## src/pkg/uesc_pkg.sv

```systemverilog
// shared constants and types for the endpoint status/control block
package uesc_pkg;
   // register byte offsets on the apb bus
   localparam logic [11:0] UESC_OFF_BSR  = 12'h000;
   localparam logic [11:0] UESC_OFF_EP0  = 12'h004;
   localparam logic [11:0] UESC_OFF_EP1  = 12'h008;
   localparam logic [11:0] UESC_OFF_CTRL = 12'h00c;

   // endpoint direction status codes
   localparam logic [1:0] UESC_ST_DIS   = 2'h0;
   localparam logic [1:0] UESC_ST_STALL = 2'h1;
   localparam logic [1:0] UESC_ST_NAK   = 2'h2;
   localparam logic [1:0] UESC_ST_VALID = 2'h3;

   // upper token pid bits
   localparam logic [1:0] UESC_TOK_OUT   = 2'h0;
   localparam logic [1:0] UESC_TOK_IN    = 2'h2;
   localparam logic [1:0] UESC_TOK_SETUP = 2'h3;

   // endpoint numbers
   localparam logic [1:0] UESC_EP0 = 2'h0;
   localparam logic [1:0] UESC_EP1 = 2'h1;
   localparam logic [1:0] UESC_EP2 = 2'h2;

   // error codes
   localparam logic [2:0] UESC_ERR_NONE  = 3'h0;
   localparam logic [2:0] UESC_ERR_RSVD  = 3'h6;
   localparam logic [2:0] UESC_ERR_OTHER = 3'h7;

   // handshake answer to a token
   typedef enum logic [1:0] {
      UESC_HS_NONE,
      UESC_HS_STALL,
      UESC_HS_NAK,
      UESC_HS_ACK
   } uesc_hs_t;

   // bus status layout, msb first
   typedef struct packed {
      logic [1:0] tok;
      logic       dir;
      logic [1:0] epn;
      logic [2:0] err;
   } uesc_bsr_t;

   // control endpoint layout, msb first
   typedef struct packed {
      logic       done;
      logic       txtog;
      logic [1:0] txst;
      logic       rsvd;
      logic       rxtog;
      logic [1:0] rxst;
   } uesc_ep0_t;

   // endpoint 1 receive layout, msb first
   typedef struct packed {
      logic [3:0] rsvd;
      logic       done;
      logic       rxtog;
      logic [1:0] rxst;
   } uesc_ep1_t;

   localparam uesc_bsr_t UESC_BSR_RST = '0;
   localparam uesc_ep0_t UESC_EP0_RST = '0;
   localparam uesc_ep1_t UESC_EP1_RST = '0;
   localparam logic      UESC_FORCE_INTERFACE_RESET_RST = 1'b0;
endpackage

```

## src/pkg/uesc_reg_if.sv

```systemverilog
// register access carrier between the apb slave and the core
`timescale 1ns/1ps
interface uesc_reg_if;
   logic       wr;
   logic [1:0] idx;
   logic [7:0] wdata;
   logic [7:0] rdata;

   modport slave (output wr, output idx, output wdata, input rdata);
   modport core  (input wr, input idx, input wdata, output rdata);
endinterface

```

## src/logic/uesc_apb_slave.sv

```systemverilog
// apb slave front end: decode, write strobe, registered read data
`timescale 1ns/1ps
module uesc_apb_slave
   import uesc_pkg::*;
(
   input  wire logic        mclk_i,
   input  wire logic        rstn_i,
   input  wire logic        psel_i,
   input  wire logic        penable_i,
   input  wire logic        pwrite_i,
   input  wire logic [11:0] paddr_i,
   input  wire logic [31:0] pwdata_i,
   input  wire logic [3:0]  pstrb_i,
   output logic      [31:0] prdata_o,
   output logic             pready_o,
   output logic             pslverr_o,
   uesc_reg_if.slave        rif
);
   typedef struct packed {
      logic [31:0] rdata;
      logic        err;
   } uesc_apb_st_t;

   uesc_apb_st_t st_r;
   uesc_apb_st_t st_nxt;
   logic         mapped;
   logic         setup;

   // only aligned words in the low sixteen bytes exist
   assign mapped = (paddr_i[11:4] == UESC_OFF_BSR[11:4]) &&
                   (paddr_i[1:0] == UESC_OFF_BSR[1:0]);
   assign setup  = psel_i & ~penable_i;
   assign rif.idx   = paddr_i[3:2];
   assign rif.wdata = pwdata_i[7:0];
   // zero wait: write lands at the one access edge; byte lane 0 only
   assign rif.wr = psel_i & penable_i & pwrite_i & mapped & pstrb_i[0];
   assign pready_o  = psel_i & penable_i;
   assign prdata_o  = st_r.rdata;
   assign pslverr_o = st_r.err & psel_i & penable_i;

   // read data captured in setup so it comes from a flop in access
   always_comb begin
      st_nxt = st_r;
      if (setup) begin
         st_nxt.rdata = (mapped && !pwrite_i) ? {24'h0, rif.rdata}
                                              : 32'h0;
         st_nxt.err   = ~mapped;
      end
   end

   always_ff @(posedge mclk_i or negedge rstn_i) begin
      if (!rstn_i) begin
         st_r <= '0;
      end else begin
         st_r <= st_nxt;
      end
   end
endmodule // uesc_apb_slave

```

## src/logic/uesc_endpoint_status.sv

```systemverilog
// endpoint status/control core with bus status and apb access
// Operation
// RULE1 - record upper two pid bits of ep0 token
// RULE2 - transfer on ep1/ep2 sets direction bit
// RULE3 - report endpoint number needing attention
// RULE4 - three-bit error type code table
// RULE5 - load error code, clear with error flag
// RULE6 - bus status read-only, resets to zero
// RULE7 - bus or forced reset clears ep0 fields
// RULE8 - ep0 done flag set per correct transfer
// RULE9 - setup pid sets transmit toggle to one
// RULE10 - host ack inverts transmit toggle
// RULE11 - software may write both toggle bits
// RULE12 - status field selects ignore/stall/nak/handle
// RULE13 - ep0 correct transfer forces both NAK
// RULE14 - setup stage clears receive toggle
// RULE15 - receive toggle inverts on matching data pid
// RULE16 - enabled ep0 acknowledges setup, both NAK
// RULE17 - stall answer sets both fields STALL
// RULE18 - ep1 high bits zero, low reset clears
// RULE19 - ep1 reception done flag set per transfer
// RULE20 - ep1 status codes, NAK after transfer
// RULE21 - ep0 bit three always reads zero
// RULE22 - global done is OR of endpoint flags
// RULE23 - error code 110 never reported
`timescale 1ns/1ps
module uesc_endpoint_status
   import uesc_pkg::*;
(
   input  wire logic        mclk_i,
   input  wire logic        rstn_i,
   // apb register port
   input  wire logic        psel_i,
   input  wire logic        penable_i,
   input  wire logic        pwrite_i,
   input  wire logic [11:0] paddr_i,
   input  wire logic [31:0] pwdata_i,
   input  wire logic [3:0]  pstrb_i,
   output logic      [31:0] prdata_o,
   output logic             pready_o,
   output logic             pslverr_o,
   // events from the usb protocol engine, same clock
   input  wire logic        usb_reset_i,
   input  wire logic        tok_i,
   input  wire logic [1:0]  tok_ep_i,
   input  wire logic [3:0]  tok_pid_i,
   output uesc_hs_t         hs_o,
   input  wire logic        xfer_ok_i,
   input  wire logic [1:0]  xfer_ep_i,
   input  wire logic        xfer_in_i,
   input  wire logic        data_ok_i,
   input  wire logic [1:0]  data_ep_i,
   input  wire logic        data_pid1_i,
   input  wire logic        ep0_ack_i,
   input  wire logic        err_i,
   input  wire logic [2:0]  err_code_i,
   input  wire logic        err_clr_i,
   input  wire logic        other_done_i,
   // state seen by the engine
   output logic             ep0_tx_toggle_o,
   output logic             ep0_rx_toggle_o,
   output logic             ep1_rx_toggle_o,
   output logic             any_transfer_done_o,
   output logic             iface_reset_o
);
   typedef struct packed {
      uesc_bsr_t bsr;
      uesc_ep0_t ep0;
      uesc_ep1_t ep1;
      logic      force_interface_reset;
   } uesc_state_t;

   uesc_state_t st_r;
   uesc_state_t st_nxt;
   uesc_hs_t    hs;
   logic        hw_rst;
   logic        tok_setup;
   logic [1:0]  tok_stat;

   uesc_reg_if rif ();

   uesc_apb_slave u_apb (
      .mclk_i    (mclk_i),
      .rstn_i    (rstn_i),
      .psel_i    (psel_i),
      .penable_i (penable_i),
      .pwrite_i  (pwrite_i),
      .paddr_i   (paddr_i),
      .pwdata_i  (pwdata_i),
      .pstrb_i   (pstrb_i),
      .prdata_o  (prdata_o),
      .pready_o  (pready_o),
      .pslverr_o (pslverr_o),
      .rif       (rif)
   );

   // interface held in reset while the bus resets or software forces it
   assign hw_rst    = usb_reset_i | st_r.force_interface_reset;
   assign tok_setup = (tok_pid_i[3:2] == UESC_TOK_SETUP);

   // read mux: reserved bits are constant zero in the layouts
   always_comb begin
      case (rif.idx)
         UESC_OFF_BSR[3:2]:  rif.rdata = st_r.bsr;
         UESC_OFF_EP0[3:2]:  rif.rdata = st_r.ep0;
         UESC_OFF_EP1[3:2]:  rif.rdata = st_r.ep1;
         UESC_OFF_CTRL[3:2]: rif.rdata = {7'h0, st_r.force_interface_reset};
         default:            rif.rdata = 8'h00;
      endcase
   end

   // status field that governs the current token
   always_comb begin
      if (tok_ep_i == UESC_EP1) begin
         tok_stat = (tok_pid_i[3:2] == UESC_TOK_OUT) ? st_r.ep1.rxst
                                                     : UESC_ST_DIS;
      end else if (tok_pid_i[3:2] == UESC_TOK_IN) begin
         tok_stat = st_r.ep0.txst;
      end else begin
         tok_stat = st_r.ep0.rxst;
      end
   end

   // handshake decision; tokens for other endpoints belong elsewhere
   always_comb begin
      hs = UESC_HS_NONE;
      if (!hw_rst && (tok_ep_i == UESC_EP0 || tok_ep_i == UESC_EP1)) begin
         if (tok_ep_i == UESC_EP0 && tok_setup) begin
            if (st_r.ep0.txst != UESC_ST_DIS ||
                st_r.ep0.rxst != UESC_ST_DIS) begin
               hs = UESC_HS_ACK; // RULE16
            end
         end else begin
            case (tok_stat) // RULE12 RULE20
               UESC_ST_STALL: hs = UESC_HS_STALL;
               UESC_ST_NAK:   hs = UESC_HS_NAK;
               UESC_ST_VALID: hs = UESC_HS_ACK;
               default:       hs = UESC_HS_NONE;
            endcase
         end
      end
   end
   assign hs_o = hs;

   // next state: software first, hardware events after so they win
   always_comb begin
      st_nxt = st_r;
      // software access; bus status has no write path
      if (rif.wr) begin
         case (rif.idx)
            UESC_OFF_EP0[3:2]: begin
               if (!rif.wdata[7]) begin
                  st_nxt.ep0.done = 1'b0; // write zero clears
               end
               st_nxt.ep0.txtog = rif.wdata[6]; // RULE11
               st_nxt.ep0.txst  = rif.wdata[5:4];
               st_nxt.ep0.rxtog = rif.wdata[2]; // RULE11
               st_nxt.ep0.rxst  = rif.wdata[1:0];
            end
            UESC_OFF_EP1[3:2]: begin
               if (!rif.wdata[3]) begin
                  st_nxt.ep1.done = 1'b0;
               end
               st_nxt.ep1.rxtog = rif.wdata[2]; // RULE11
               st_nxt.ep1.rxst  = rif.wdata[1:0];
            end
            UESC_OFF_CTRL[3:2]: begin
               st_nxt.force_interface_reset = rif.wdata[0];
            end
            default: begin
            end
         endcase
      end
      // correct transfer
      if (xfer_ok_i) begin
         st_nxt.bsr.epn = xfer_ep_i; // RULE3
         if (xfer_ep_i != UESC_EP0) begin
            st_nxt.bsr.dir = xfer_in_i; // RULE2
         end
         if (xfer_ep_i == UESC_EP0) begin
            st_nxt.ep0.done = 1'b1; // RULE8
            st_nxt.ep0.txst = UESC_ST_NAK; // RULE13
            st_nxt.ep0.rxst = UESC_ST_NAK; // RULE13
         end
         if (xfer_ep_i == UESC_EP1 && !xfer_in_i) begin
            st_nxt.ep1.done = 1'b1; // RULE19
            st_nxt.ep1.rxst = UESC_ST_NAK; // RULE20
         end
      end
      // token arrival; a setup always restarts the control sequence
      if (tok_i && tok_ep_i == UESC_EP0) begin
         st_nxt.bsr.tok = tok_pid_i[3:2]; // RULE1
         if (hs == UESC_HS_STALL) begin
            st_nxt.ep0.txst = UESC_ST_STALL; // RULE17
            st_nxt.ep0.rxst = UESC_ST_STALL; // RULE17
         end
         if (tok_setup) begin
            st_nxt.ep0.txtog = 1'b1; // RULE9
            st_nxt.ep0.rxtog = 1'b0; // RULE14
         end
         if (tok_setup && hs == UESC_HS_ACK) begin
            st_nxt.ep0.txst = UESC_ST_NAK; // RULE16
            st_nxt.ep0.rxst = UESC_ST_NAK; // RULE16
         end
      end
      if (tok_i && tok_ep_i == UESC_EP1 && hs == UESC_HS_STALL) begin
         st_nxt.ep1.rxst = UESC_ST_STALL; // RULE17
      end
      // good data packet: advance only on the expected pid
      if (data_ok_i && data_ep_i == UESC_EP0 &&
          data_pid1_i == st_r.ep0.rxtog) begin
         st_nxt.ep0.rxtog = ~st_r.ep0.rxtog; // RULE15
      end
      if (data_ok_i && data_ep_i == UESC_EP1 &&
          data_pid1_i == st_r.ep1.rxtog) begin
         st_nxt.ep1.rxtog = ~st_r.ep1.rxtog; // RULE15
      end
      if (ep0_ack_i) begin
         st_nxt.ep0.txtog = ~st_r.ep0.txtog; // RULE10
      end
      // error code: clear with the flag, a new error wins
      if (err_clr_i) begin
         st_nxt.bsr.err = UESC_ERR_NONE; // RULE5
      end
      if (err_i) begin
         // reserved code folds into the catch-all
         st_nxt.bsr.err = (err_code_i == UESC_ERR_RSVD) ? UESC_ERR_OTHER
                                                        : err_code_i; // RULE4 RULE23
      end
      // interface reset keeps the done flags for software
      if (hw_rst) begin
         st_nxt.ep0.txtog = 1'b0; // RULE7
         st_nxt.ep0.txst  = UESC_ST_DIS; // RULE7
         st_nxt.ep0.rxtog = 1'b0; // RULE7
         st_nxt.ep0.rxst  = UESC_ST_DIS; // RULE7
         st_nxt.ep1.rxtog = 1'b0; // RULE18
         st_nxt.ep1.rxst  = UESC_ST_DIS; // RULE18
      end
      // reserved bits never take a value
      st_nxt.ep0.rsvd = 1'b0; // RULE21
      st_nxt.ep1.rsvd = 4'h0; // RULE18
   end

   always_ff @(posedge mclk_i or negedge rstn_i) begin
      if (!rstn_i) begin
         st_r.bsr  <= UESC_BSR_RST; // RULE6
         st_r.ep0  <= UESC_EP0_RST;
         st_r.ep1  <= UESC_EP1_RST;
         st_r.force_interface_reset <= UESC_FORCE_INTERFACE_RESET_RST;
      end else begin
         st_r <= st_nxt;
      end
   end

   // outputs straight from the state flops
   assign ep0_tx_toggle_o = st_r.ep0.txtog;
   assign ep0_rx_toggle_o = st_r.ep0.rxtog;
   assign ep1_rx_toggle_o = st_r.ep1.rxtog;
   assign iface_reset_o   = st_r.force_interface_reset;
   // cannot be cleared on its own, only through the source flags
   assign any_transfer_done_o = st_r.ep0.done | st_r.ep1.done |
                                other_done_i; // RULE22

   logic quiet0;
   assign quiet0 = !hw_rst && !xfer_ok_i && !tok_i && !data_ok_i &&
                   !ep0_ack_i;
endmodule // uesc_endpoint_status

```

## config.mk

```make
export PLATFORM = sky130hd
export DESIGN_NAME = uesc_endpoint_status
export DESIGN_NICKNAME = d
export VERILOG_FILES = /design/src/pkg/uesc_pkg.sv /design/src/pkg/uesc_reg_if.sv /design/src/logic/uesc_apb_slave.sv /design/src/logic/uesc_endpoint_status.sv
export SDC_FILE = /design/constraint.sdc
export NUM_CORES = 1
export LEC_CHECK = 0
export BUFFER_PORTS_ARGS = -buffer_cell sky130_fd_sc_hd__buf_4
export CORE_MARGIN = 5
export CORE_UTILIZATION = 40
export CTS_BUF_LIST = sky130_fd_sc_hd__clkbuf_4
export CTS_CLUSTER_SIZE = 10
export DETAILED_ROUTE_END_ITERATION = 8
export HOLD_SLACK_MARGIN = 0.05
export PLACE_DENSITY = 0.82
export SLEW_MARGIN = 20
export SYNTH_ARGS = -nofsm -noshare
export SYNTH_HDL_FRONTEND = slang
export SYNTH_SLANG_ARGS = --single-unit
```

## constraint.sdc

```tcl
create_clock -name mclk_i -period 1.7 [get_ports mclk_i]
set_input_delay 0.255 -clock mclk_i [delete_from_list [all_inputs] [get_ports mclk_i]]
set_output_delay 0.255 -clock mclk_i [all_outputs]
set_load 0.01 [all_outputs]
```

Word-level counts from Yosys, hierarchy flattened
Index checks and enable logic that the tools add are counted.
{ "totals": {"memories": 0, "ff_bits": 53, "ramBits": 0, "rom_bits": 0, "input_bits": 76, "out_inout_bits": 41, "latch_bits": 0} }
{ "op_classes": {"bitwise_logic": 15, "shift": 0, "n_mux": 46, "n_div": 0, "n_eq_ne": 16, "add_sub_neg": 0, "order_cmp": 0, "multipliers": 0, "reduce_logical": 34} }
{ "op_table": {"columns": ["cell", "count"], "rows": [
  ["two-way mux 2 bit", 17],
  ["one-hot mux 8 bit (4 select lines)", 1],
  ["two-way mux 3 bit", 10],
  ["== test 2 bit, second input constant", 7],
  ["logical AND 1 bit", 13],
  ["== test 2 x 1 -> 1 bit, second input constant", 6],
  ["zero test 2 bit", 6],
  ["two-way mux 1 bit", 12],
  ["two-way mux 4 bit", 3],
  ["zero test 8 bit", 1],
  ["two-way mux 8 bit", 1],
  ["nonzero test 2 bit", 4],
  ["bitwise AND 1 bit", 7],
  ["one-hot mux 2 bit (3 select lines)", 1],
  ["AND reduction 2 bit", 3],
  ["nonzero test 3 bit", 2],
  ["two-way mux 5 bit", 1],
  ["inverter 1 bit", 5],
  ["== test 3 bit, second input constant", 1],
  ["zero test 1 bit", 3],
  ["bitwise OR 1 bit", 3],
  ["== test 1 bit", 2],
  ["logical OR 1 bit", 2]
]} }

Longest topological paths before layout
{ "logic_depth": {"ltp_word": 13, "depth_mapped": 6, "mapped_depth_nobuf": 5} }

By module
From an unflattened synthesis, not the netlist that was laid out.
{ "hier_totals": {"cells_unflattened": 219, "area_unflattened_um2": 2113.3} }
{ "modules_own_cells": {"columns": ["module", "cells_each", "n_inst", "area_each_um2", "seq_area_each_um2"], "rows": [
  ["uesc_endpoint_status", 129, 1, 1321.3, 500.5],
  ["uesc_apb_slave", 90, 1, 792.0, 225.2]
]} }

Worst setup path after synthesis
OpenSTA, ideal clock, no wires.
{ "synth_timing": {"kind": "input to register", "start": "in paddr_i[9]", "end": "reg st_r (netlist bit ep0_rx_toggle_o)", "setup_ps": 134, "arrival_time_ps": 1988, "n_path_buf": 1, "setup_slack_ps": -421, "required_ps": 1566, "cell_stages": 6, "path_cell_list": "or4_4 -> or4_4 -> or3_1 -> buf_2 -> o211ai_2 -> a211oi_1"} }
{ "synth_rtl": {"columns": ["item", "line", "source"], "rows": [
  ["start: declaration", "uesc_endpoint_status.sv:36", "input wire logic [11:0] paddr_i,"],
  ["end signal: assignment", "uesc_endpoint_status.sv:251", "st_r <= st_nxt;"],
  ["end: declaration", "uesc_endpoint_status.sv:73", "uesc_state_t st_r;"]
]} }

==> impl_results.md <==
- #FFs+latches synth: 29
- Pleak: 0.00125 µW
- Switch share: 24.4%
- R2R setup slack: 0.09 ns
- P_int: 1350 µW
- R2R cell count: 5
- Chip height: 79.0 µm
- PortBufs: 63
- Share of cells above drive strength 1: 43.9%
- Clock latency on the worst-skew pair: 0.33 ns
- N_diodes: 0
- Finished Core Util: 56.2%
- Nets: 353
- Post-synth top area share: 38.1%
- Grt total ovfl: 0
- Final Hold Slack: 0.111 ns
- WL final: 5.07 mm
- FF-to-FF Start: st_r[10]
- Via Count: 1,705
- Critical path data arrival time: 2.10 ns
- Peak Freq: 0.531 GHz
- H-tree Lvls: 2
- Root Buffer: clkbuf_4
- Worst path cell trace: buf_6, or4_4, or4_4, or3_4, o211ai_2, a211oi_1
- Sequential share of power: 41.8%
- Effective utilization at floorplan: 40.8%
- DRT Pass-1 Iters: 4
- CTS tree: built
- Row count: 25
- Pre-CTS WS: -0.606 ns
- Clock-pin slew on the worst setup and hold paths: 0.10 ns
- Final Setup Violations: 9
- WL/cell: 15.3 µm
- Synth unique cells: 47
- Violated checks: negative setup slack
- Logic pwr share: 18.5%
- Hold Path Origin: ep0_ack_i
- Most common cell on crit path: or4_4
- Seq/Total Area, Yosys: 38.1%
- Initial antenna violation count: 0
- Startpoint types: primary input
- Post-Syn Area: 1900 µm²
- Power Density: 682 nW/µm²
- Core box area: 4660 µm²
- Total die area: 6240 µm²
- Final ANT Viol Nets: 0
- Initial DRC count: 118
- GRT Overall Usage: 16.4%
- Hold crit path type: in -> reg
- Worst Hold End: ep0_tx_toggle_o
- Skew final: 0.0110 ns
- Vias in the first global route: 1,643
- Fin. max-slew vios: 0
- Crit end category: register
- Worst setup margin: -0.184 ns
- Total power: 1790 µW
- Most used DFF post-synth: dfrtp_1
- CTS Sinks: 29
- Post-Syn Instances: 201
- Most common cell in the netlist: buf_4
- Critical Path Fanout Max: 6
- Largest net degree at the start of global routing: 30
- Worst IR drop on VDD: 0.000392 V
- Via density: 5.14
- I/O pins: 117
- P_sw: 436 µW
- Placed wire-length estimate: 4.03 mm
- Global-route wire length before repair: 7.97 mm
- Critical path class: in -> reg
- Synth area leaders: dfrtp_1, buf_4, mux2i_1
- Final Wtd Congestion: 0.887
- Yosys warns: 0
- CTS max path bufs: 2
- Unrepaired setup endpoints after global routing: yes
- Chip width: 79.0 µm
- Crit-path slowest cell: or4_4
- Max-Cap Viols: 0
- Synth Area per Inst: 9.47 µm²
- Tmin final: 1.88 ns
- Final Cycle Share: 111%
- Setup TNS: -1.06 ns
- DRC: 0
- Clk pwr share: 39.7%
- Synth area leader: dfrtp_1
- Worst path required time: 1.92 ns
- Fin. Hold Viols: 0
- Post-synth EDFFs: 0
- Inserted Clock Buffers: 5
- Min-Delay Path Depth: 2
- Outcome: complete, but fails checks
- R2R Path End: st_r[1]
- Layout area overhead: 37.7%
- Slowest stage delay, CP: 0.53 ns
- Async S/R FF share, synth: 100%
- Top cells by count, synth: buf_4, dfrtp_1, nand2_1
-- cell usage in the layout, fill, tap and decap left out, types with 2 or more instances in the layout --
cell type / n
nor2_1: 10
mux2i_1: 11
nand2b_1: 4
conb_1: 24
nand3_1: 4
nor2b_1: 5
o21ai_2: 2
clkbuf_4: 5
mux2_2: 6
o21ai_1: 4
a211oi_1: 3
nand2_1: 21
nand2_2: 2
buf_4: 77
a21oi_1: 5
nor3b_1: 2
dfrtp_1: 29
or3_1: 2
o21ai_0: 8
a311oi_1: 2
bufinv_16: 2
and3_1: 3
nand3_2: 3
or4_4: 3
buf_6: 6
a31oi_1: 3
or2_4: 3
-- layout make-up --
cell class              count  area (µm²)
multi-input cells         157        1070
flip-flops and latches     29         726
well taps                  54        67.6
repair buffers             84         656
clock buffers               5        37.5
clock inverters             3        65.1
fillers                   426        2040
-- worst max-delay path: cells and delay by family --
family	cells	cell delay [ns]
and+or+nand+nor	3	1.53
buffers and inverters	1	0.09
AOI/OAI and AO/OA	2	0.23
-- routing by layer --
layer	global-route usage, %	vias to the layer above	part of all wire, %
li1	-	817	-
met1	20.2	825	41
met2	28.0	57	51
met3	4.88	6	6.1
met4	4.30	0	1.3
met5	0	-	0
-- worst max path at each step --
| stage | depth (start not counted) | from | slack [ns] | to |
|---|---|---|---|---|
| 2_1_floorplan | 6 | paddr_i[9] | -0.42 | ep0_rx_toggle_o |
| 3_3_place_gp | 6 | paddr_i[9] | -0.56 | ep0_rx_toggle_o |
| 3_5_place_dp | 6 | paddr_i[9] | -0.61 | st_r[16] |
| 4_1_cts | 6 | paddr_i[9] | -0.13 | ep0_rx_toggle_o |
| 5_1_grt | 5 | st_r[10] | -0.18 | hs_o[1] |
| 6_report | 6 | paddr_i[6] | -0.18 | ep0_rx_toggle_o |
-- cells by family (layout without fill, tap and decap cells) --
group,count (synthesis),count (layout),synth area share (%)
buf+inv,38,92,14.3
flops,29,29,38.1
compound gates,37,37,12.6
other cells,1,24,0.197
simple gates,78,78,24.3
mux,18,18,10.5
-- stage by stage --
step | instance area (µm²) | std cells
2_1_floorplan | 2000 | 224
3_3_place_gp | 2400 | 321
3_5_place_dp | 2400 | 321
4_1_cts | 2580 | 332
5_1_grt | 2620 | 332
6_report | 2620 | 332
-- sequential cells by signal (all words and copies together) (netlist names) --
register / count
u_apb.st_r: 1
ep0_tx_toggle_o: 1
st_r: 16
ep0_rx_toggle_o: 1
iface_reset_o: 1
ep1_rx_toggle_o: 1
u_apb.prdata_o: 8
-- power by group through the flow --
stage          clock network [µW]  registers, µW  logic [µW]
6_report                      710            748         330
5_1_grt                       764            751         364
4_1_cts                       729            747         324
3_5_place_dp                    0            761         307
3_3_place_gp                    0            759         302
2_1_floorplan                   0            754         180
-- what timing repair did --
action,4_1_cts,5_1_grt
gates resized for setup,13,10
setup endpoints to repair,12,15
pin swaps,12,9
buffers inserted,2,0
hold buffers,1,0
hold endpoints to repair,29,0
Power figures use the tool's default switching activity.
